$ cat config.mk
export PLATFORM = sky130hd
export DESIGN_NAME = rmpc_top
export DESIGN_NICKNAME = d
export VERILOG_FILES = /design/src/common/rmpc_pkg.sv /design/src/common/rmpc_tmr_if.sv /design/src/rtl/rmpc_lfsr.sv /design/src/rtl/rmpc_top.sv /design/src/rtl/rmpc_unit_timer.sv
export VERILOG_INCLUDE_DIRS = /design/src /design/src/common
export SDC_FILE = /design/constraint.sdc
export NUM_CORES = 1
export LEC_CHECK = 0
export ABC_CLOCK_PERIOD_IN_PS = 15600
export BUFFER_PORTS_ARGS = -buffer_cell sky130_fd_sc_hd__buf_2
export CORE_MARGIN = 8
export CORE_UTILIZATION = 43
export DETAILED_ROUTE_END_ITERATION = 8
export PLACE_DENSITY_LB_ADDON = 0.15
export SYNTH_ARGS = -nofsm -noshare
export SYNTH_HDL_FRONTEND = slang
export SYNTH_SLANG_ARGS = --single-unit
$ cat constraint.sdc
create_clock -name ref_clk -period 15.6 [get_ports ref_clk]
set_clock_uncertainty 0.05 [all_clocks]
set_input_delay 2.34 -clock ref_clk [delete_from_list [all_inputs] [get_ports ref_clk]]
set_output_delay 2.34 -clock ref_clk [all_outputs]
set_load 0.01 [all_outputs]
$ cat src/common/rmpc_regs.svh
// Register indices, field positions, reset values and timing counts
`ifndef RMPC_REGS_SVH
`define RMPC_REGS_SVH
// ----------------------------------------
// Register indices, byte address = 4 * index
// ----------------------------------------
`define RMPC_IDX_RESTORE  7'h0E
`define RMPC_IDX_MASK     7'h12
`define RMPC_IDX_RETRY    7'h18
`define RMPC_IDX_SLOTS    7'h19
`define RMPC_IDX_PINWAKE  7'h1D
`define RMPC_IDX_PWRUP    7'h1E
`define RMPC_IDX_SILENCE  7'h21
`define RMPC_IDX_PARITY   7'h23
`define RMPC_IDX_DEST     7'h30
`define RMPC_IDX_SLEEPSEL 7'h31
`define RMPC_IDX_INACT    7'h32
`define RMPC_IDX_CTRL     7'h40
`define RMPC_IDX_STAT     7'h41
// ----------------------------------------
// Control register bits
// ----------------------------------------
`define RMPC_CTRL_PERSIST  0
`define RMPC_CTRL_EXIT_CMD 1
`define RMPC_CTRL_ENTER_CMD 2
// ----------------------------------------
// Factory defaults
// ----------------------------------------
`define RMPC_DEF_MASK     16'hFFFF
`define RMPC_DEF_DEST     16'h0000
`define RMPC_DEF_PARITY   8'h00
`define RMPC_DEF_PWRUP    8'h00
`define RMPC_DEF_PINWAKE  8'h00
`define RMPC_DEF_SLEEPSEL 8'h00
`define RMPC_DEF_INACT    16'h0064
`define RMPC_DEF_SLOTS    8'h00
`define RMPC_DEF_RETRY    8'h00
`define RMPC_DEF_SILENCE  16'h0000
`define RMPC_PARITY_MAX   8'h04
// ----------------------------------------
// Timing
// ----------------------------------------
`define RMPC_CLK_HZ       20000000
`define RMPC_SLOT_MS      38
`define RMPC_SLOT_CYC     (`RMPC_SLOT_MS * (`RMPC_CLK_HZ / 1000))
`define RMPC_SILENCE_US   200
`define RMPC_SILENCE_CYC  (`RMPC_SILENCE_US * (`RMPC_CLK_HZ / 1000000))
`define RMPC_INACT_MS     1
`define RMPC_INACT_CYC    (`RMPC_INACT_MS * (`RMPC_CLK_HZ / 1000))
`endif

$ cat src/common/rmpc_pkg.sv
// Types shared by the packet control block
package rmpc_pkg;
	`include "rmpc_regs.svh"
	typedef struct packed {
		logic [15:0] address_mask;
		logic [15:0] dest_addr;
		logic [7:0]  parity_select;
		logic [7:0]  power_up_mode;
		logic [7:0]  pin_wake_enable;
		logic [7:0]  sleep_mode_select;
		logic [15:0] inactivity_time;
		logic [7:0]  delay_slot_count;
		logic [7:0]  retry_limit;
		logic [15:0] packet_silence_timeout;
	} rmpc_cfg_s;
	localparam rmpc_cfg_s RMPC_CFG_DEFAULT = '{`RMPC_DEF_MASK, `RMPC_DEF_DEST, `RMPC_DEF_PARITY,
		`RMPC_DEF_PWRUP, `RMPC_DEF_PINWAKE, `RMPC_DEF_SLEEPSEL, `RMPC_DEF_INACT,
		`RMPC_DEF_SLOTS, `RMPC_DEF_RETRY, `RMPC_DEF_SILENCE};
	typedef enum logic [1:0] {
		RMPC_TX_IDLE = 2'b00,
		RMPC_TX_SEND = 2'b01,
		RMPC_TX_BACK = 2'b10
	} rmpc_tx_e;
endpackage

$ cat src/common/rmpc_tmr_if.sv
// Start and done handshake between the controller and a unit timer
`timescale 1ns/100ps
interface rmpc_tmr_if;
	logic        start;
	logic [15:0] units;
	logic        busy;
	logic        done;
	modport ctl (output start, output units, input busy, input done);
	modport tmr (input start, input units, output busy, output done);
endinterface

$ cat src/rtl/rmpc_lfsr.sv
// Free-running pseudo-random byte source
`timescale 1ns/100ps
module rmpc_lfsr (
	// Clock and reset
	input  wire logic       ref_clk,
	input  wire logic       reset,
	// Random value
	output logic [7:0]      rnd
);
	logic [15:0] sr_q;

	assign rnd = sr_q[7:0];

	// Taps 16,14,13,11 give a maximal length sequence
	always_ff @(posedge ref_clk) begin
		if (reset) begin
			sr_q <= 16'hACE1;
		end else begin
			sr_q <= {sr_q[14:0], sr_q[15] ^ sr_q[13] ^ sr_q[12] ^ sr_q[10]};
		end
	end
endmodule

$ cat src/rtl/rmpc_top.sv
// Packet parameter control for a serial radio modem
`timescale 1ns/100ps
`include "rmpc_regs.svh"
module rmpc_top
	import rmpc_pkg::*;
#(
	parameter int SLOT_CYC = `RMPC_SLOT_CYC,
	parameter int INACT_CYC = `RMPC_INACT_CYC
) (
	// Clock and reset
	input  wire logic        ref_clk,
	input  wire logic        reset,
	input  wire logic        nv_init,
	// AXI4-Lite slave
	input  wire logic [9:0]  s_axi_awaddr,
	input  wire logic        s_axi_awvalid,
	output logic             s_axi_awready,
	input  wire logic [31:0] s_axi_wdata,
	input  wire logic [3:0]  s_axi_wstrb,
	input  wire logic        s_axi_wvalid,
	output logic             s_axi_wready,
	output logic [1:0]       s_axi_bresp,
	output logic             s_axi_bvalid,
	input  wire logic        s_axi_bready,
	input  wire logic [9:0]  s_axi_araddr,
	input  wire logic        s_axi_arvalid,
	output logic             s_axi_arready,
	output logic [31:0]      s_axi_rdata,
	output logic [1:0]       s_axi_rresp,
	output logic             s_axi_rvalid,
	input  wire logic        s_axi_rready,
	// Radio receive stream
	input  wire logic        rx_valid,
	input  wire logic        rx_first,
	input  wire logic [15:0] rx_dest,
	input  wire logic [7:0]  rx_data,
	// Serial data output
	output logic             ser_valid,
	output logic [7:0]       ser_data,
	// Serial data input
	input  wire logic        host_valid,
	// Radio transmit control
	output logic             tx_start,
	input  wire logic        tx_done,
	input  wire logic        tx_ack,
	input  wire logic        force_delay,
	// Pins and modes
	input  wire logic        mode_pin_3,
	output logic [7:0]       parity_select,
	output logic             cmd_mode,
	output logic             asleep
);
	import rmpc_pkg::*;

	rmpc_cfg_s   cfg_q;
	rmpc_cfg_s   nv_q;
	rmpc_tx_e    tx_q;
	logic [1:0]  pin_sync_q;
	logic        boot_q;
	logic        restore_q;
	logic [6:0]  aw_idx_q;
	logic        aw_full_q;
	logic [31:0] w_data_q;
	logic [3:0]  w_strb_q;
	logic        w_full_q;
	logic        accept_q;
	logic        pending_q;
	logic        go_q;
	logic [7:0]  sent_q;
	logic [31:0] inact_pre_q;
	logic [15:0] inact_left_q;
	logic [7:0]  rnd;
	logic [15:0] masked;
	logic        hit;
	logic        pin_low;
	logic        cyclic;
	logic        do_wr;
	logic        wr_ok;
	logic        rd_ok;
	logic [31:0] rd_word;
	logic [31:0] wv;
	logic [6:0]  ar_idx;

	rmpc_tmr_if  sil_if ();
	rmpc_tmr_if  bk_if ();

	rmpc_unit_timer #(.UNIT_CYC(`RMPC_SILENCE_CYC)) u_silence (
		.ref_clk (ref_clk),
		.reset   (reset),
		.tm      (sil_if)
	);
	// Delay slot length
	// 38 ms slots
	rmpc_unit_timer #(.UNIT_CYC(SLOT_CYC)) u_backoff (
		.ref_clk (ref_clk),
		.reset   (reset),
		.tm      (bk_if)
	);
	rmpc_lfsr u_lfsr (
		.ref_clk (ref_clk),
		.reset   (reset),
		.rnd     (rnd)
	);

	// ----------------------------------------
	// Pin synchroniser
	// ----------------------------------------
	always_ff @(posedge ref_clk) begin
		if (reset) begin
			pin_sync_q <= 2'b11;
		end else begin
			pin_sync_q <= {pin_sync_q[0], mode_pin_3};
		end
	end
	assign pin_low = ~pin_sync_q[1];
	assign cyclic = cfg_q.sleep_mode_select != 8'h00;

	// ----------------------------------------
	// Register bus write side
	// ----------------------------------------
	assign do_wr = aw_full_q && w_full_q && !s_axi_bvalid;
	assign wv = w_data_q;

	// Address and data are taken in either order
	always_ff @(posedge ref_clk) begin
		if (reset) begin
			aw_full_q     <= 1'b0;
			w_full_q      <= 1'b0;
			aw_idx_q      <= 7'h00;
			w_data_q      <= 32'h0000_0000;
			w_strb_q      <= 4'h0;
			s_axi_awready <= 1'b0;
			s_axi_wready  <= 1'b0;
			s_axi_bvalid  <= 1'b0;
			s_axi_bresp   <= 2'b00;
		end else begin
			s_axi_awready <= !aw_full_q && !s_axi_awready && s_axi_awvalid;
			s_axi_wready  <= !w_full_q && !s_axi_wready && s_axi_wvalid;
			if (s_axi_awvalid && s_axi_awready) begin
				aw_idx_q  <= s_axi_awaddr[8:2];
				aw_full_q <= 1'b1;
			end
			if (s_axi_wvalid && s_axi_wready) begin
				w_data_q <= s_axi_wdata;
				w_strb_q <= s_axi_wstrb;
				w_full_q <= 1'b1;
			end
			if (do_wr) begin
				aw_full_q    <= 1'b0;
				w_full_q     <= 1'b0;
				s_axi_bvalid <= 1'b1;
				s_axi_bresp  <= wr_ok ? 2'b00 : 2'b10;
			end else if (s_axi_bvalid && s_axi_bready) begin
				s_axi_bvalid <= 1'b0;
			end
		end
	end

	// ----------------------------------------
	// Index decode
	// ----------------------------------------
	function automatic logic known_idx(input logic [6:0] idx);
		known_idx = idx == `RMPC_IDX_MASK || idx == `RMPC_IDX_PARITY || idx == `RMPC_IDX_PWRUP
			|| idx == `RMPC_IDX_PINWAKE || idx == `RMPC_IDX_RESTORE || idx == `RMPC_IDX_SLOTS
			|| idx == `RMPC_IDX_SILENCE || idx == `RMPC_IDX_RETRY || idx == `RMPC_IDX_DEST
			|| idx == `RMPC_IDX_SLEEPSEL || idx == `RMPC_IDX_INACT || idx == `RMPC_IDX_CTRL
			|| idx == `RMPC_IDX_STAT;
	endfunction
	// Out-of-range values are refused with an error response
	always_comb begin
		wr_ok = known_idx(aw_idx_q) && aw_idx_q != `RMPC_IDX_STAT;
		if (aw_idx_q == `RMPC_IDX_PARITY && w_strb_q[0] && wv[7:0] > `RMPC_PARITY_MAX) begin
			wr_ok = 1'b0;
		end else if ((aw_idx_q == `RMPC_IDX_PWRUP || aw_idx_q == `RMPC_IDX_PINWAKE)
			&& w_strb_q[0] && wv[7:1] != 7'h00) begin
			wr_ok = 1'b0;
		end
	end

	// ----------------------------------------
	// Working and stored configuration
	// ----------------------------------------
	always_ff @(posedge ref_clk) begin
		if (reset) begin
			cfg_q     <= RMPC_CFG_DEFAULT;
			restore_q <= 1'b1;
		end else begin
			restore_q <= 1'b0;
			// Working copy comes back from storage after a reset
			if (restore_q) begin
				cfg_q <= nv_q;
			end else if (do_wr && wr_ok) begin
				if (aw_idx_q == `RMPC_IDX_MASK) begin
					if (w_strb_q[0]) cfg_q.address_mask[7:0] <= wv[7:0];
					if (w_strb_q[1]) cfg_q.address_mask[15:8] <= wv[15:8];
				end else if (aw_idx_q == `RMPC_IDX_DEST) begin
					if (w_strb_q[0]) cfg_q.dest_addr[7:0] <= wv[7:0];
					if (w_strb_q[1]) cfg_q.dest_addr[15:8] <= wv[15:8];
				end else if (aw_idx_q == `RMPC_IDX_PARITY) begin
					if (w_strb_q[0]) cfg_q.parity_select <= wv[7:0];
				end else if (aw_idx_q == `RMPC_IDX_PWRUP) begin
					if (w_strb_q[0]) cfg_q.power_up_mode <= wv[7:0];
				end else if (aw_idx_q == `RMPC_IDX_PINWAKE) begin
					if (w_strb_q[0]) cfg_q.pin_wake_enable <= wv[7:0];
				end else if (aw_idx_q == `RMPC_IDX_SLEEPSEL) begin
					if (w_strb_q[0]) cfg_q.sleep_mode_select <= wv[7:0];
				end else if (aw_idx_q == `RMPC_IDX_INACT) begin
					if (w_strb_q[0]) cfg_q.inactivity_time[7:0] <= wv[7:0];
					if (w_strb_q[1]) cfg_q.inactivity_time[15:8] <= wv[15:8];
				end else if (aw_idx_q == `RMPC_IDX_SLOTS) begin
					if (w_strb_q[0]) cfg_q.delay_slot_count <= wv[7:0];
				end else if (aw_idx_q == `RMPC_IDX_RETRY) begin
					if (w_strb_q[0]) cfg_q.retry_limit <= wv[7:0];
				end else if (aw_idx_q == `RMPC_IDX_SILENCE) begin
					if (w_strb_q[0]) cfg_q.packet_silence_timeout[7:0] <= wv[7:0];
					if (w_strb_q[1]) cfg_q.packet_silence_timeout[15:8] <= wv[15:8];
				end else if (aw_idx_q == `RMPC_IDX_RESTORE) begin
					cfg_q <= RMPC_CFG_DEFAULT;
				end
			end
		end
	end

	// Storage is cleared only by its own power-on input, never by reset
	always_ff @(posedge ref_clk) begin
		if (nv_init) begin
			nv_q <= RMPC_CFG_DEFAULT;
		end else if (do_wr && aw_idx_q == `RMPC_IDX_CTRL && w_strb_q[0] && wv[`RMPC_CTRL_PERSIST]) begin
			nv_q <= cfg_q;
		end
	end

	// ----------------------------------------
	// Register bus read side
	// ----------------------------------------
	assign ar_idx = s_axi_araddr[8:2];

	always_comb begin
		rd_word = 32'h0000_0000;
		rd_ok   = 1'b1;
		if (ar_idx == `RMPC_IDX_MASK) begin
			rd_word[15:0] = cfg_q.address_mask;
		end else if (ar_idx == `RMPC_IDX_DEST) begin
			rd_word[15:0] = cfg_q.dest_addr;
		end else if (ar_idx == `RMPC_IDX_PARITY) begin
			rd_word[7:0] = cfg_q.parity_select;
		end else if (ar_idx == `RMPC_IDX_PWRUP) begin
			rd_word[7:0] = cfg_q.power_up_mode;
		end else if (ar_idx == `RMPC_IDX_PINWAKE) begin
			rd_word[7:0] = cfg_q.pin_wake_enable;
		end else if (ar_idx == `RMPC_IDX_SLEEPSEL) begin
			rd_word[7:0] = cfg_q.sleep_mode_select;
		end else if (ar_idx == `RMPC_IDX_INACT) begin
			rd_word[15:0] = cfg_q.inactivity_time;
		end else if (ar_idx == `RMPC_IDX_SLOTS) begin
			rd_word[7:0] = cfg_q.delay_slot_count;
		end else if (ar_idx == `RMPC_IDX_RETRY) begin
			rd_word[7:0] = cfg_q.retry_limit;
		end else if (ar_idx == `RMPC_IDX_SILENCE) begin
			rd_word[15:0] = cfg_q.packet_silence_timeout;
		end else if (ar_idx == `RMPC_IDX_STAT) begin
			rd_word[15:0] = {sent_q, 2'b00, tx_q, pending_q, bk_if.busy, asleep, cmd_mode};
		end else if (ar_idx == `RMPC_IDX_RESTORE || ar_idx == `RMPC_IDX_CTRL) begin
			rd_word = 32'h0000_0000;
		end else begin
			rd_ok = 1'b0;
		end
	end

	always_ff @(posedge ref_clk) begin
		if (reset) begin
			s_axi_arready <= 1'b0;
			s_axi_rvalid  <= 1'b0;
			s_axi_rdata   <= 32'h0000_0000;
			s_axi_rresp   <= 2'b00;
		end else begin
			s_axi_arready <= !s_axi_rvalid && !s_axi_arready && s_axi_arvalid;
			if (s_axi_arvalid && s_axi_arready) begin
				s_axi_rvalid <= 1'b1;
				s_axi_rdata  <= rd_word;
				s_axi_rresp  <= rd_ok ? 2'b00 : 2'b10;
			end else if (s_axi_rvalid && s_axi_rready) begin
				s_axi_rvalid <= 1'b0;
			end
		end
	end

	// ----------------------------------------
	// Command mode and cyclic sleep
	// ----------------------------------------
	always_ff @(posedge ref_clk) begin
		if (reset) begin
			boot_q   <= 1'b1;
			cmd_mode <= 1'b0;
		end else begin
			boot_q <= restore_q;
			if (boot_q) begin
				// power-up mode picks idle or command
				cmd_mode <= cfg_q.power_up_mode[0];
			end else if (cfg_q.power_up_mode[0] && cfg_q.sleep_mode_select == 8'h01 && pin_low && asleep) begin
				// low mode pin wakes into command mode
				cmd_mode <= 1'b1;
			end else if (do_wr && aw_idx_q == `RMPC_IDX_CTRL && w_strb_q[0]) begin
				if (wv[`RMPC_CTRL_ENTER_CMD]) cmd_mode <= 1'b1;
				else if (wv[`RMPC_CTRL_EXIT_CMD]) cmd_mode <= 1'b0;
			end
		end
	end

	// Inactivity count restarts on any traffic or on a held-low pin
	always_ff @(posedge ref_clk) begin
		if (reset) begin
			inact_pre_q  <= 32'h0000_0000;
			inact_left_q <= `RMPC_DEF_INACT;
			asleep       <= 1'b0;
		end else if (!cyclic || host_valid || rx_valid || cmd_mode || tx_q != RMPC_TX_IDLE
			|| (cfg_q.pin_wake_enable[0] && pin_low)) begin
			// pin low keeps the device awake
			inact_pre_q  <= 32'h0000_0000;
			inact_left_q <= cfg_q.inactivity_time;
			asleep       <= 1'b0;
		end else if (inact_left_q != 16'h0000) begin
			// stay active for the inactivity time
			if (inact_pre_q == 32'(INACT_CYC - 1)) begin
				inact_pre_q  <= 32'h0000_0000;
				inact_left_q <= inact_left_q - 16'h0001;
			end else begin
				inact_pre_q <= inact_pre_q + 32'h0000_0001;
			end
		end else begin
			asleep <= !pending_q;
		end
	end

	// ----------------------------------------
	// Receive address filter
	// ----------------------------------------
	// AND with mask
	assign masked = rx_dest & cfg_q.address_mask;
	assign hit = masked == cfg_q.dest_addr || masked == cfg_q.address_mask;

	always_ff @(posedge ref_clk) begin
		if (reset) begin
			accept_q  <= 1'b0;
			ser_valid <= 1'b0;
			ser_data  <= 8'h00;
		end else begin
			ser_valid <= rx_valid && (rx_first ? hit : accept_q);
			if (rx_valid) begin
				ser_data <= rx_data;
			end
			if (rx_valid && rx_first) begin
				accept_q <= hit;
			end
		end
	end

	// ----------------------------------------
	// Packetization and retransmission
	// ----------------------------------------
	assign sil_if.start = host_valid;
	assign sil_if.units = cfg_q.packet_silence_timeout;

	// Set wins over clear for the pending and go flags
	always_ff @(posedge ref_clk) begin
		if (reset) begin
			pending_q <= 1'b0;
			go_q      <= 1'b0;
		end else begin
			if (host_valid) begin
				pending_q <= 1'b1;
			end else if (tx_start) begin
				pending_q <= 1'b0;
			end
			if (sil_if.done && pending_q) begin
				go_q <= 1'b1;
			end else if (tx_start || host_valid) begin
				go_q <= 1'b0;
			end
		end
	end

	// random slot count from the generator
	assign bk_if.units = (cfg_q.delay_slot_count == 8'h00) ? 16'h0000
		: {8'h00, rnd % cfg_q.delay_slot_count};

	always_comb begin
		bk_if.start = 1'b0;
		if (tx_q == RMPC_TX_IDLE && force_delay) begin
			bk_if.start = 1'b1;
		end else if (tx_q == RMPC_TX_SEND && tx_done && !tx_ack && cfg_q.retry_limit != 8'h00
			&& sent_q < cfg_q.retry_limit) begin
			bk_if.start = 1'b1;
		end
	end

	always_ff @(posedge ref_clk) begin
		if (reset) begin
			tx_q     <= RMPC_TX_IDLE;
			tx_start <= 1'b0;
			sent_q   <= 8'h00;
		end else begin
			tx_start <= 1'b0;
			case (tx_q)
				RMPC_TX_IDLE: begin
					if (force_delay) begin
						// Old send count must not turn a forced delay into a resend
						sent_q <= 8'h00;
						tx_q   <= RMPC_TX_BACK;
					end else if (go_q && !tx_start) begin
						tx_start <= 1'b1;
						sent_q   <= 8'h01;
						tx_q     <= RMPC_TX_SEND;
					end
				end
				RMPC_TX_SEND: begin
					if (tx_done) begin
						// resend until the total send count reaches the retry limit
						tx_q <= bk_if.start ? RMPC_TX_BACK : RMPC_TX_IDLE;
					end
				end
				RMPC_TX_BACK: begin
					if (bk_if.done) begin
						if (sent_q != 8'h00 && !go_q) begin
							tx_start <= 1'b1;
							sent_q   <= sent_q + 8'h01;
							tx_q     <= RMPC_TX_SEND;
						end else begin
							sent_q <= 8'h00;
							tx_q   <= RMPC_TX_IDLE;
						end
					end
				end
				default: begin
					tx_q <= RMPC_TX_IDLE;
				end
			endcase
		end
	end

	always_ff @(posedge ref_clk) begin
		if (reset) begin
			parity_select <= `RMPC_DEF_PARITY;
		end else begin
			parity_select <= cfg_q.parity_select;
		end
	end
endmodule

$ cat src/rtl/rmpc_unit_timer.sv
// Timer counting a number of fixed-length units
`timescale 1ns/100ps
module rmpc_unit_timer #(
	parameter int UNIT_CYC = 4000
) (
	// Clock and reset
	input  wire logic ref_clk,
	input  wire logic reset,
	// Controller side
	rmpc_tmr_if.tmr   tm
);
	logic [31:0] pre_q;
	logic [15:0] left_q;
	logic        busy_q;
	logic        done_q;

	assign tm.busy = busy_q;
	assign tm.done = done_q;

	// A new start restarts the count even while busy
	always_ff @(posedge ref_clk) begin
		if (reset) begin
			pre_q  <= 32'h0000_0000;
			left_q <= 16'h0000;
			busy_q <= 1'b0;
			done_q <= 1'b0;
		end else begin
			done_q <= 1'b0;
			if (tm.start) begin
				pre_q  <= 32'h0000_0000;
				left_q <= tm.units;
				busy_q <= 1'b1;
			end else if (busy_q) begin
				if (left_q == 16'h0000) begin
					busy_q <= 1'b0;
					done_q <= 1'b1;
				end else if (pre_q == 32'(UNIT_CYC - 1)) begin
					pre_q  <= 32'h0000_0000;
					left_q <= left_q - 16'h0001;
				end else begin
					pre_q <= pre_q + 32'h0000_0001;
				end
			end
		end
	end
endmodule

# After elaboration in Yosys (flattened, before gate mapping)
# Index checks and enable logic that the tools add are counted.
totals:
  regBits: 493
  latch_bits: 0
  mem_bits_rw: 0
  mem_bits_ro: 0
  inputBits: 95
  out_inout_bits: 61
  word_cells: 498
  memories: 0
op_classes:
  add_sub_neg: 7
  multipliers: 0
  div: 1
  n_lt_le_gt_ge: 2
  eq_ne: 108
  n_shift: 0
  n_mux: 178
  bitwise_logic: 9
  reduce_logical: 131
op_table:
  columns: ["cell", "n"]
  rows:
  - ["two-way mux 112 bit", 16]
  - ["two-way mux 96 bit", 11]
  - ["two-way mux 16 bit", 36]
  - ["two-way mux 56 bit", 10]
  - ["two-way mux 32 bit", 16]
  - ["two-way mux 24 bit", 7]
  - ["AND reduction 12 bit", 14]
  - ["two-way mux 80 bit", 2]
  - ["two-way mux 8 bit", 19]
  - ["two-way mux 64 bit", 2]
  - ["!= test 4 bit (second input constant)", 28]
  - ["adder 32 x 1 -> 32 bit (second input constant)", 3]
  - ["two-way mux 48 bit", 2]
  - ["two-way mux 88 bit", 1]
  - ["!= test 3 bit (second input constant)", 25]
  - ["two-way mux 72 bit", 1]
  - ["== test 7 x 5 -> 1 bit (second input constant)", 10]
  - ["== test 7 x 6 -> 1 bit (second input constant)", 10]
  - ["subtractor 16 x 1 -> 16 bit (second input constant)", 3]
  - ["two-way mux 1 bit", 44]
  - ["nonzero test 4 bit", 11]
  - ["two-way mux 40 bit", 1]
  - ["logical AND 1 bit", 36]
  - ["== test 16 bit", 2]
  - ["other kinds (38)", 126]

# Logic depth before layout (Yosys ltp)
# Gate-level depths: netlist of the first run.
depth:
  word_depth: 49
  ltp_mapped: 50
  mapped_depth_nobuf: 47

# By module
# Synthesis of the first run repeated with hierarchy kept, for this count alone.
unflattened:
  hier_cells: 2992
  hier_area_um2: 24499.7
modules_own_cells:
  columns: ["module", "instances", "cells_per_inst", "area_per_inst_um2", "seq_area_each_um2"]
  rows:
  - ["rmpc_top", 1, 2301, 18510.3, 7186.9]
  - ["rmpc_unit_timer (u_backoff)", 1, 325, 2743.9, 1001.0]
  - ["rmpc_unit_timer (u_silence)", 1, 322, 2731.4, 1001.0]
  - ["rmpc_lfsr", 1, 44, 514.2, 320.3]

# Worst setup path after synthesis of the first run
# No wires, ideal clock.
synth_path:
  path_type: "register to register"
  start: "register cfg_q[27] (netlist name)"
  end: "register u_backoff.left_q[5]"
  setup_ns: 0.116
  t_arrival_ns: 10.975
  t_required_ns: 15.434
  slack_ns: 4.459
  path_stages_with_launch: 46
  path_buffers: 3
  period_less_slack_ns: 11.141
  path_cell_list: "dfxtp_1 -> nor3_1 -> nand3_1 -> a32oi_1 -> ha_1 -> or4b_2 -> a41oi_1 -> nor2_1 -> ha_1 -> o211ai_1 -> a2111oi_4 -> nand3b_1 -> nand2_1 -> ha_1 -> a21o_1 -> o21ai_0 -> a21o_2 -> or4b_2 -> (+10 left out) -> ha_1 -> or3_1 -> o221a_2 -> o31ai_1 -> clkbuf_1 -> nor3b_1 -> nor2_1 -> o21a_1 -> ha_1 -> o21a_1 -> o31ai_1 -> o2bb2ai_1 -> a21oi_1 -> clkbuf_8 -> nand4_1 -> o21ai_0 -> a32o_1 -> a31o_1"
synth_via:
  elab_chain_len: 3
  word_cells_on_any_way: 4
  classes_between: "div: 1; mux: 2; reduce/logical: 1"
synth_rtl:
  columns: ["item", "line", "source"]
  rows:
  - ["start, declared", "rmpc_top.sv:55", "rmpc_cfg_s cfg_q;"]
  - ["start signal, assigned", "rmpc_top.sv:191", "cfg_q <= nv_q;"]
  - ["remainder unit 8 x 8 -> 8 bit / zero test 8 bit (equally long branches)", "rmpc_top.sv:385, rmpc_top.sv:384", null]
  - ["two-way mux 8 bit *", "rmpc_top.sv:384", "assign bk_if.units = (cfg_q.delay_slot_count == 8'h00) ? 16'h0000"]
  - ["two-way mux 16 bit *", "rmpc_unit_timer.sv:29", "if (tm.start) begin"]
  - ["end signal, assigned", "rmpc_unit_timer.sv:31", "left_q <= tm.units;"]
  - ["end signal, assigned", "rmpc_unit_timer.sv:39", "left_q <= left_q - 16'h0001;"]
  - ["end, declared", "rmpc_unit_timer.sv:13", "logic [15:0] left_q;"]
# Every way passes the cells marked *; elsewhere a longest branch is shown, timed or not.
# A chain may end at the register's enable or synchronous reset.

# Worst setup path in the final report of the first run
layout_path:
  start: "register cfg_q[27] (netlist name)"
  end: "register u_backoff.left_q[6]"
# The elaborated chain is that of the path after synthesis.

==> metrics.txt, run 1 <==
status=finished clean; MaxCap Viol Count=0; peak supply drop=between 0.0002 and 0.00025 V; clock sink count=475; htree depth=2; post-route antenna net violation count=0; crit-path max cell delay=around 0.75 ns; via count=about 22000; vias per cell=between 5 and 6; drt first-iter violations=1843; EDFF count, synth=0; total iterations of the first detailed-routing run=6; cell count of the worst hold path=1; clock buffer count from CTS=between 50 and 60; pwr dens=around 150 nW/um^2; first-pass GRT wire length=roughly 120 mm; Clock Tree Buf Depth=3; crit path time final=about 13 ns; Commonest cells post-synth=dfxtp_1 (475), nand2_1 (451), nor2_1 (302), a21oi_1 (231), clkbuf_1 (146); Power Total=between 0.004 and 0.005 W; most used cell, CP=ha_1; most area-hungry cell type in the Yosys netlist=dfxtp_1; Fillers=slightly above 5000; Post-CTS Setup Bufs=0; GR Overflow Total=0; Layout Area Growth over Synthesis=12.0%; area of the core=around 54000 um^2; number of global-route vias before repair=between 20000 and 25000; number of hold buffers added after CTS=0; worst skew pair latency=0.63 ns; Synth Warn #=0; chip width=about 250 um; leakage power=roughly 9.5 nW; CP Capture Type=flip-flop; top cell type's share of synthesized area=0.404; CTS Root Buffer Type=clkbuf_16; largest net degree at the start of global routing=approximately 80; Sequential Power Share=0.315; R2R cell count=between 40 and 50; Reg clk slew, reported paths=around 0.060 ns; wire per inst=20.0 um; switching power total=roughly 0.0014 W; setup tns final=0 ns; area of the multi-input gates=13000 um^2; post-detail-place hpwl=51.4 mm; Hold Path Class=flip-flop to flip-flop; Final Core Density=0.488; routability cong.=about 0.88; CTS tree=built; Pint=about 0.0027 W; WP data required=around 16 ns; post-synthesis sequential area ratio=0.404; fraction of layout cells with a size suffix above 1=0.0980; Initial Util=0.436; Distinct cells, synth=95; Mean Syn Cell Area=about 8 um^2; Worst path slowest cell=nor3_1; die area=about 63000 um^2; Main synth FF type=dfxtp_1; FP Rows=85; Clk network pwr share=0.342; die height=~250 um; ranking of synthesized cells by area=dfxtp_1 (40%), nand2_1 (7.2%), a21oi_1 (4.9%); IO Port Bufs=about 110; post-synthesis register bit count=475; max-slew violations=0; Setup CP Type=flip-flop to flip-flop; critical path peak fanout=13; most common cell in the synthesized netlist=dfxtp_1; antenna violations before repair=5; Crit path arrival time=13.09 ns; final period utilization=0.808; register area=around 9500 um^2; Post-CTS Resized=0; Fmax achieved=between 70 and 80 MHz; asr flop ratio synth=0; Final nets=between 3000 and 4000; critical path launch point type=flip-flop; Global Route Usage Sum=0.227; drc violations=0; RSZ-0062 raised after global routing=no; Sw Ratio=0.342; Fin. Hold Viols=0; Syn Inst Count=just under 3000; Rel. slew slack=0.191; Comb power frac=0.343; I/O Pins=roughly 160; Worst Tran Pin Value=approximately 1.2 ns; Routed Wire Length=73.6 mm; Mapped Area=~24000 um^2; Setup-failing EPs final=0
[final timing paths]
path                             from                               end  slack [ns]
max reg2reg    cfg_q[27]$_SDFFE_PP0P_  u_backoff.left_q[6]$_SDFFE_PP0P_        3.00
max            cfg_q[27]$_SDFFE_PP0P_  u_backoff.left_q[6]$_SDFFE_PP0P_        3.00
min reg2reg  pin_sync_q[0]$_SDFF_PP1_          pin_sync_q[1]$_SDFF_PP1_        0.35
min          pin_sync_q[0]$_SDFF_PP1_          pin_sync_q[1]$_SDFF_PP1_        0.35
[metal layers]
layer	global-route usage	vias up	routed length, um	part of all wire
met5	0	-	8	0.00011
met3	0.0424	151	4770	0.065
met1	0.294	10400	32300	0.44
li1	-	10300	-	-
met4	0.0840	2	2620	0.036
met2	0.372	727	33900	0.46
[layout by cell type, fill, tap and decap left out, drive strengths merged, types with 36 or more instances in the layout]
master,count
dfxtp,475
nand2,453
nor2,302
a21oi,231
buf,136
o21ai,129
inv,90
nand3,85
xor2,78
clkbuf,78
xnor2,74
nor3,71
mux2i,70
ha,54
nor2b,45
nor4,45
nand4,36
[through the flow]
step	cell area, um^2	cells	hold WS [ns]	setup WS [ns]
floorplan	23600	2928	0.339	4.46
global placement	24400	3574	0.344	3.52
detailed placement	24400	3574	0.344	3.24
CTS	26400	3675	0.352	3.18
global route	26400	3676	0.374	2.31
finish	26400	3676	0.352	3.00
[sequential cells by signal (all words and copies together), names as in the netlist, 32 cells and up]
signal,flops
u_backoff.pre_q,32
u_silence.pre_q,32
nv_q,112
inact_pre_q,32
cfg_q,96
[area by class of cell]
| type | count | area share |
|---|---|---|
| antenna | 1 | 0.0000949 |
| clock inverter | 23 | 0.0138 |
| tap | 696 | 0.0330 |
| inverter | 88 | 0.0125 |
| sequential | 475 | 0.361 |
| clock buffer | 78 | 0.0600 |
| multi-input combinational | 2179 | 0.492 |
| timing repair buffer | 136 | 0.0283 |
[power groups by stage]
stage               clock network [W]  registers, W  logic [W]
floorplan                           0       0.00128    0.00113
global placement                    0       0.00129    0.00134
detailed placement                  0       0.00129    0.00137
CTS                           0.00140       0.00127    0.00138
global route                  0.00146       0.00127    0.00154
finish                        0.00138       0.00127    0.00138
[cell families (layout without fill, tap and decap cells)]
logic type | after synthesis | after routing | share of synthesized area
xor+xnor | 152 | 152 | 0.0565
mux | 80 | 80 | 0.0352
fa+ha+maj | 55 | 55 | 0.0295
compound gates | 679 | 679 | 0.188
other cells | 1 | 19 | 0.000159
flops | 475 | 475 | 0.404
buf+inv | 274 | 325 | 0.0498
simple gates | 1195 | 1195 | 0.238
[critical path: cells and delay by family, from the launching register on]
family                   cells  cell delay, ns
AO/OA/AOI/OAI               16            4.32
AND/OR/NAND/NOR             15            3.97
adder cells (fa/ha/maj)      7            2.10
multiplexers                 3            1.11
buffers and inverters        3            0.59
flip-flops                   1            0.39
No activity file was read; power rests on OpenSTA's default activity.
==> inputs of run 2 (changes only) <==
- ABC_CLOCK_PERIOD_IN_PS: 15600 -> 12300
- clock period: 15.6 -> 12.3 ns (I/O delays scaled with it)
==> run 2 against run 1 <==
  * Die area did not move
  * Register-to-register slack got worse by 2.4 ns
  * Utilization fell by 0.28 points
  * Maximum frequency rose by 7.5%
  * Final cell count fell by 0.11%
  * Routed wire length rose by 0.91%
  * Count of clock-buffer cells in the layout rose by 7
  * Critical path depth fell by 2
  * Sequential share of layout area rose by 0.21 points
  * Sequential power rose by 27%
  * First-iteration DRC count rose by 6.0%
  * Critical path type unchanged
  * Largest cell class unchanged
  * Highest routed layer is now met4
==> metrics.txt, run 2 (synthesized netlist as in run 1, its figures left out) <==
I/O Pins=156 (unchanged); worst skew pair latency=0.61 ns (was 0.63 ns); area of the core=54000 um^2 (unchanged); CP Capture Type=flip-flop (unchanged); largest registers=nv_q (112), cfg_q (96) (unchanged); routability cong.=0.910 (was 0.883); number of hold buffers added after CTS=0 (unchanged); pre-CTS setup slack=0.247 ns (was 3.24 ns); Setup CP Type=flip-flop to flip-flop (unchanged); largest net degree at the start of global routing=125 (was 81); clock buffer count from CTS=52 (was 54); die area=62500 um^2 (unchanged); drc violations=0 (unchanged); Hold Path Class=flip-flop to flip-flop (unchanged); CTS tree=built (unchanged); clock sink count=475 (unchanged); Crit path arrival time=12.16 ns (was 13.09 ns); pwr dens=190 nW/um^2 (was 153 nW/um^2); post-detail-place hpwl=51.3 mm (was 51.4 mm); chip width=250 um (unchanged); Fmax achieved=85.3 MHz (was 79.4 MHz); fraction of layout cells with a size suffix above 1=0.0975 (was 0.0980); Rel. slew slack=0.171 (was 0.191); Layout Area Growth over Synthesis=11.3% (was 12.0%); first-pass GRT wire length=117 mm (was 116 mm); Fillers=5288 (was 5189); Clock Tree Buf Depth=3 (unchanged); number of global-route vias before repair=20700 (was 20600); peak supply drop=0.000288 V (was 0.000232 V); Global Route Usage Sum=0.228 (was 0.227); setup tns final=0 ns (unchanged); Fin. Hold Viols=0 (unchanged); max-slew violations=0 (unchanged); total iterations of the first detailed-routing run=6 (unchanged); Most flops, register=nv_q (unchanged); antenna violations before repair=3 (was 5); crit path time final=11.72 ns (was 12.60 ns); Worst path slowest cell=or4b_2 (was nor3_1); RSZ-0062 raised after global routing=no (unchanged); cell count of the worst hold path=1 (unchanged); Worst Tran Pin Value=1.24 ns (was 1.21 ns); cell depth of the worst setup path=42 (was 44); fin worst setup slack=0.581 ns (was 3.00 ns); wire per inst=20.2 um (was 20.0 um); final period utilization=0.953 (was 0.808); drt first-iter violations=1953 (was 1843); CP top delay family=compound AO/OA/AOI/OAI gates (unchanged); crit path buf inv count=2 (was 3); WP data required=12.74 ns (was 16.09 ns); crit-path max cell delay=0.63 ns (was 0.75 ns); via count=21600 (was 21500); Routed Wire Length=74.3 mm (was 73.6 mm); vias per cell=5.89 (was 5.86); Initial Util=0.436 (unchanged); status=finished clean (unchanged); CTS Root Buffer Type=clkbuf_16 (unchanged); MaxCap Viol Count=0 (unchanged); Final nets=3085 (was 3084); Reg clk slew, reported paths=0.07 ns (was 0.06 ns); R2R cell count=42 (was 44); GR Overflow Total=0 (unchanged); die height=250 um (unchanged); number of flip-flops in the largest register=112 (unchanged); commonest non-fill, non-tap cell in the layout=dfxtp_1 (unchanged); critical path peak fanout=8 (was 13); leakage power=9.40 nW (was 9.49 nW); critical path launch point type=flip-flop (unchanged); most frequent cells in the layout=dfxtp_1 (473), nand2_1 (450), nor2_1 (300) (was dfxtp_1 (474), nand2_1 (450), nor2_1 (300)); IO Port Bufs=113 (unchanged); post-route antenna net violation count=0 (unchanged); most used cell, CP=ha_1 (unchanged); Setup-failing EPs final=0 (unchanged); FP Rows=85 (unchanged); htree depth=2 (unchanged)
-- run 2: path summary, 6_finish.rpt --
check	start	end	slack (ns)
worst max-delay path	cfg_q[25]$_SDFFE_PP0P_	u_backoff.left_q[5]$_SDFFE_PP0P_	0.58
worst max register to register	cfg_q[25]$_SDFFE_PP0P_	u_backoff.left_q[5]$_SDFFE_PP0P_	0.58
worst min-delay path	u_lfsr.sr_q[9]$_SDFF_PP0_	u_lfsr.sr_q[10]$_SDFF_PP1_	0.35
worst min register to register	u_lfsr.sr_q[9]$_SDFF_PP0_	u_lfsr.sr_q[10]$_SDFF_PP1_	0.35
-- run 2: through the flow --
| step | instances | hold slack [ns] | power [W] | util | cell area [um^2] |
|---|---|---|---|---|---|
| finish | 3672 | 0.347 | 0.00499 | 0.485 | 26200 |
| global route | 3671 | 0.361 | 0.00526 | 0.485 | 26200 |
| CTS | 3668 | 0.350 | 0.00497 | 0.484 | 26200 |
| detailed placement | 3575 | 0.346 | 0.00341 | 0.453 | 24500 |
| global placement | 3575 | 0.343 | 0.00337 | 0.453 | 24500 |
| floorplan | 2928 | 0.339 | 0.00306 | - | 23600 |
-- run 2: layout make-up --
cell class / count / area, um^2 / share of cell area
diodes: 2 / 5.00 / 0.000191
clock buffers: 85 / 1630 / 0.0620
clock inverters: 8 / 70.1 / 0.00267
inverters: 88 / 330 / 0.0126
multi-input cells: 2179 / 13000 / 0.497
flip-flops and latches: 475 / 9510 / 0.363
well taps: 696 / 871 / 0.0332
repair buffers: 139 / 782 / 0.0298
-- run 2: repair_timing --
item,4_1_cts,5_1_grt
resized for setup,0,8
setup endpoints to repair,0,8
buffers inserted,0,2
-- run 2: power by group --
group          leakage [nW]  total [W]  switching (W)  internal, W
Clock                 0.841    0.00155       0.000654     0.000899
Combinational          4.71    0.00183        0.00105     0.000778
Sequential             3.85    0.00161      0.0000403      0.00157
-- run 2: per-layer routing --
metal / part of all wire / wire length [um] / global-route usage
met5: 0 / 0 / 0
met4: 0.035 / 2590 / 0.0911
met3: 0.067 / 5000 / 0.0378
met2: 0.46 / 34100 / 0.369
met1: 0.44 / 32600 / 0.300
==> inputs of run 3 (changes only) <==
- ABC_AREA: not set -> 1
==> run 3 against run 2 <==
  * Critical path depth rose by 24
  * Hold slack improved by 0.012 ns
  * Global-route usage fell by 0.16 points
  * Sequential cell count did not move
  * Utilization fell by 0.40 points
  * Via count rose by 11%
  * Die area rose by 5.3%
  * Largest cell class unchanged
==> metrics.txt, run 3 <==
status=finished clean (unchanged); Comb power frac=0.414 (was 0.367); post-detail-place hpwl=55.4 mm (was 51.3 mm); Reg clk slew, reported paths=0.06 ns (was 0.07 ns); Pint=0.00329 W (was 0.00324 W); Distinct cells, synth=61 (was 95); antenna violations before repair=8 (was 3); Sequential Power Share=0.297 (was 0.322); hold worst-path end=u_lfsr.sr_q[15]$_SDFF_PP1_ (was u_lfsr.sr_q[10]$_SDFF_PP1_); post-route antenna net violation count=0 (unchanged); worst skew pair latency=0.61 ns (about the same); Final Core Density=0.481 (was 0.485); Syn Inst Count=3595 (was 2911); CTS tree=built (unchanged); post-synthesis sequential area ratio=0.382 (was 0.404); critical path launch point type=flip-flop (unchanged); Worst path slowest cell=dfxtp_1 (was or4b_2); register area=9510 um^2 (about the same); area of the multi-input gates=13000 um^2 (about the same); GR Overflow Total=0 (unchanged); EDFF count, synth=0 (unchanged); cell count of the worst hold path=1 (unchanged); worst hold start=u_lfsr.sr_q[14]$_SDFF_PP0_ (was u_lfsr.sr_q[9]$_SDFF_PP0_); number of global-route vias before repair=22400 (was 20700); Hold Path Class=flip-flop to flip-flop (unchanged); total iterations of the first detailed-routing run=8 (was 6); most used cell, CP=nand2_1 (was ha_1); Mapped Area=24900 um^2 (was 23600 um^2); post-synthesis register bit count=475 (unchanged); die height=257 um (was 250 um); Met3 Wirelength=4.80 mm (was 5.00 mm); CTS Root Buffer Type=clkbuf_16 (unchanged); Global Route Usage Sum=0.226 (was 0.228); most common cell in the synthesized netlist=nand2_1 (was dfxtp_1); Fillers=5946 (was 5288); Main synth FF type=dfxtp_1 (unchanged); met2 wire len=35.3 mm (was 34.1 mm); drc violations=0 (unchanged); placed insts=4357 (was 3575); top cell type's share of synthesized area=0.382 (was 0.404); CP Capture Type=flip-flop (unchanged); routability cong.=0.918 (was 0.910); IO Port Bufs=113 (unchanged); critical path peak fanout=11 (was 8); crit path time final=10.93 ns (was 11.72 ns); Top Layer Used=met5 (was met4); Final nets=3802 (was 3085); Setup-failing EPs final=0 (unchanged); Clock Tree Buf Depth=3 (unchanged); chip width=257 um (was 250 um); Fmax achieved=91.5 MHz (was 85.3 MHz); Most flops, register=nv_q (unchanged); fraction of layout cells with a size suffix above 1=0.0832 (was 0.0975); Commonest cells post-synth=nand2_1 (652), dfxtp_1 (475), inv_1 (430), a21oi_1 (374), nor2_1 (333) (was dfxtp_1 (475), nand2_1 (451), nor2_1 (302), a21oi_1 (231), clkbuf_1 (146)); clock buffer count from CTS=53 (was 52); Sw Ratio=0.389 (was 0.350); pwr dens=194 nW/um^2 (was 190 nW/um^2); Worst Tran Pin Value=1.10 ns (was 1.24 ns); die area=65900 um^2 (was 62500 um^2); Power Total=0.00538 W (was 0.00499 W); Reg-to-Reg Start=cfg_q[24]$_SDFFE_PP0P_ (was cfg_q[25]$_SDFFE_PP0P_); final std cells w/o fill=4463 (was 3672); max-slew violations=0 (unchanged); Routed Wire Length=77.8 mm (was 74.3 mm); largest registers=nv_q (112), cfg_q (96) (unchanged); Rel. slew slack=0.267 (was 0.171); clock sink count=475 (unchanged); peak supply drop=0.000407 V (was 0.000288 V); drt first-iter violations=1829 (was 1953); Fin. Hold Viols=0 (unchanged); leakage power=10.7 nW (was 9.40 nW); I/O Pins=156 (unchanged); via count=24100 (was 21600); area of the core=57500 um^2 (was 54000 um^2); asr flop ratio synth=0 (unchanged); Layout Area Growth over Synthesis=11.1% (was 11.3%); Clk network pwr share=0.289 (was 0.311); MaxCap Viol Count=0 (unchanged); vias per cell=5.39 (was 5.89); WP data required=12.74 ns (about the same); ranking of synthesized cells by area=dfxtp_1 (38%), nand2_1 (9.8%), a21oi_1 (7.5%) (was dfxtp_1 (40%), nand2_1 (7.2%), a21oi_1 (4.9%)); most frequent cells in the layout=nand2_1 (652), dfxtp_1 (474), inv_1 (427) (was dfxtp_1 (473), nand2_1 (450), nor2_1 (300)); wire per inst=17.4 um (was 20.2 um); flop2flop setup slack=1.37 ns (was 0.58 ns); Crit path arrival time=11.37 ns (was 12.16 ns); commonest non-fill, non-tap cell in the layout=nand2_1 (was dfxtp_1); most area-hungry cell type in the Yosys netlist=dfxtp_1 (unchanged); switching power total=0.00209 W (was 0.00175 W); Mean Syn Cell Area=6.92 um^2 (was 8.09 um^2); largest net degree at the start of global routing=100 (was 125); htree depth=2 (unchanged); Initial Util=0.433 (was 0.436); R2R cell count=66 (was 42); final period utilization=0.889 (was 0.953); first-pass GRT wire length=123 mm (was 117 mm); reg2reg end=u_backoff.left_q[0]$_SDFFE_PP0P_ (was u_backoff.left_q[5]$_SDFFE_PP0P_); Synth Warn #=0 (unchanged); crit-path max cell delay=0.57 ns (was 0.63 ns); number of flip-flops in the largest register=112 (unchanged); Setup CP Type=flip-flop to flip-flop (unchanged); wl on met1=34.9 mm (was 32.6 mm); FP Rows=88 (was 85)
-- run 3: worst max-delay path by stage --
| stage | start | endpoint | slack (ns) | cells after the start |
|---|---|---|---|---|
| after floorplan | cfg_q[24]$_SDFFE_PP0P_ | u_backoff.left_q[2]$_SDFFE_PP0P_ | 3.05 | 62 |
| after global placement | cfg_q[24]$_SDFFE_PP0P_ | u_backoff.left_q[0]$_SDFFE_PP0P_ | 1.39 | 65 |
| after detailed placement | cfg_q[24]$_SDFFE_PP0P_ | u_backoff.left_q[0]$_SDFFE_PP0P_ | 1.37 | 64 |
| after CTS | cfg_q[24]$_SDFFE_PP0P_ | u_backoff.left_q[0]$_SDFFE_PP0P_ | 1.34 | 64 |
| after global routing | cfg_q[24]$_SDFFE_PP0P_ | u_backoff.left_q[0]$_SDFFE_PP0P_ | -0.007 | 67 |
| final | cfg_q[24]$_SDFFE_PP0P_ | u_backoff.left_q[0]$_SDFFE_PP0P_ | 1.37 | 66 |
-- run 3: cells by family after synthesis --
group,after synthesis,share of synthesized area
AOI/OAI and AO/OA,857,0.194
adders and majority gates,55,0.0279
buffers and inverters,607,0.0973
other,1,0.000151
xor gates and xnor gates,71,0.0250
and+or+nand+nor,1529,0.274
DFF,475,0.382
-- run 3: power groups by stage --
stage               clock [W]  sequential, W  combinational (W)
global route          0.00165        0.00160            0.00255
floorplan                   0        0.00163            0.00181
detailed placement          0        0.00163            0.00221
finish                0.00155        0.00160            0.00223
global placement            0        0.00163            0.00222
CTS                   0.00159        0.00160            0.00222
-- run 3: cell type report --
| class | count | area share |
|---|---|---|
| clock inverter | 14 | 0.00529 |
| multi-input combinational | 2530 | 0.471 |
| clock buffer | 81 | 0.0550 |
| inverter | 452 | 0.0615 |
| tap | 765 | 0.0346 |
| antenna | 6 | 0.000543 |
| sequential | 475 | 0.344 |
| timing repair buffer | 140 | 0.0280 |
-- run 3: metrics by stage --
step | worst slack (ns) | hold slack, ns | area [um^2] | TNS (ns)
floorplan | 3.05 | 0.338 | 25000 | 0
global placement | 1.39 | 0.342 | 25900 | 0
detailed placement | 1.37 | 0.344 | 25900 | 0
CTS | 1.34 | 0.359 | 27600 | 0
global route | -0.00654 | 0.378 | 27700 | -0.00654
finish | 1.37 | 0.359 | 27700 | 0
-- run 3: metal layers --
layer / vias up / GRT usage
met4: 2 / 0.0902
met5: - / 0
li1: 12200 / -
met3: 143 / 0.0342
met1: 11000 / 0.298
met2: 680 / 0.369
-- run 3: repair_timing --
| action | in CTS | in global routing |
|---|---|---|
| setup endpoints to repair | 0 | 1 |
| gates resized for setup | 0 | 1 |
| setup buffers | 0 | 5 |
| hold buffers | 0 | 0 |
-- run 3: worst max-delay path, delay by kind of cell, from the launching register on --
family / cells / cell delay, ns
simple gates: 33 / 4.30
fa+ha+maj: 8 / 2.49
buf+inv: 13 / 1.49
flops: 1 / 0.57
compound gates: 12 / 1.89
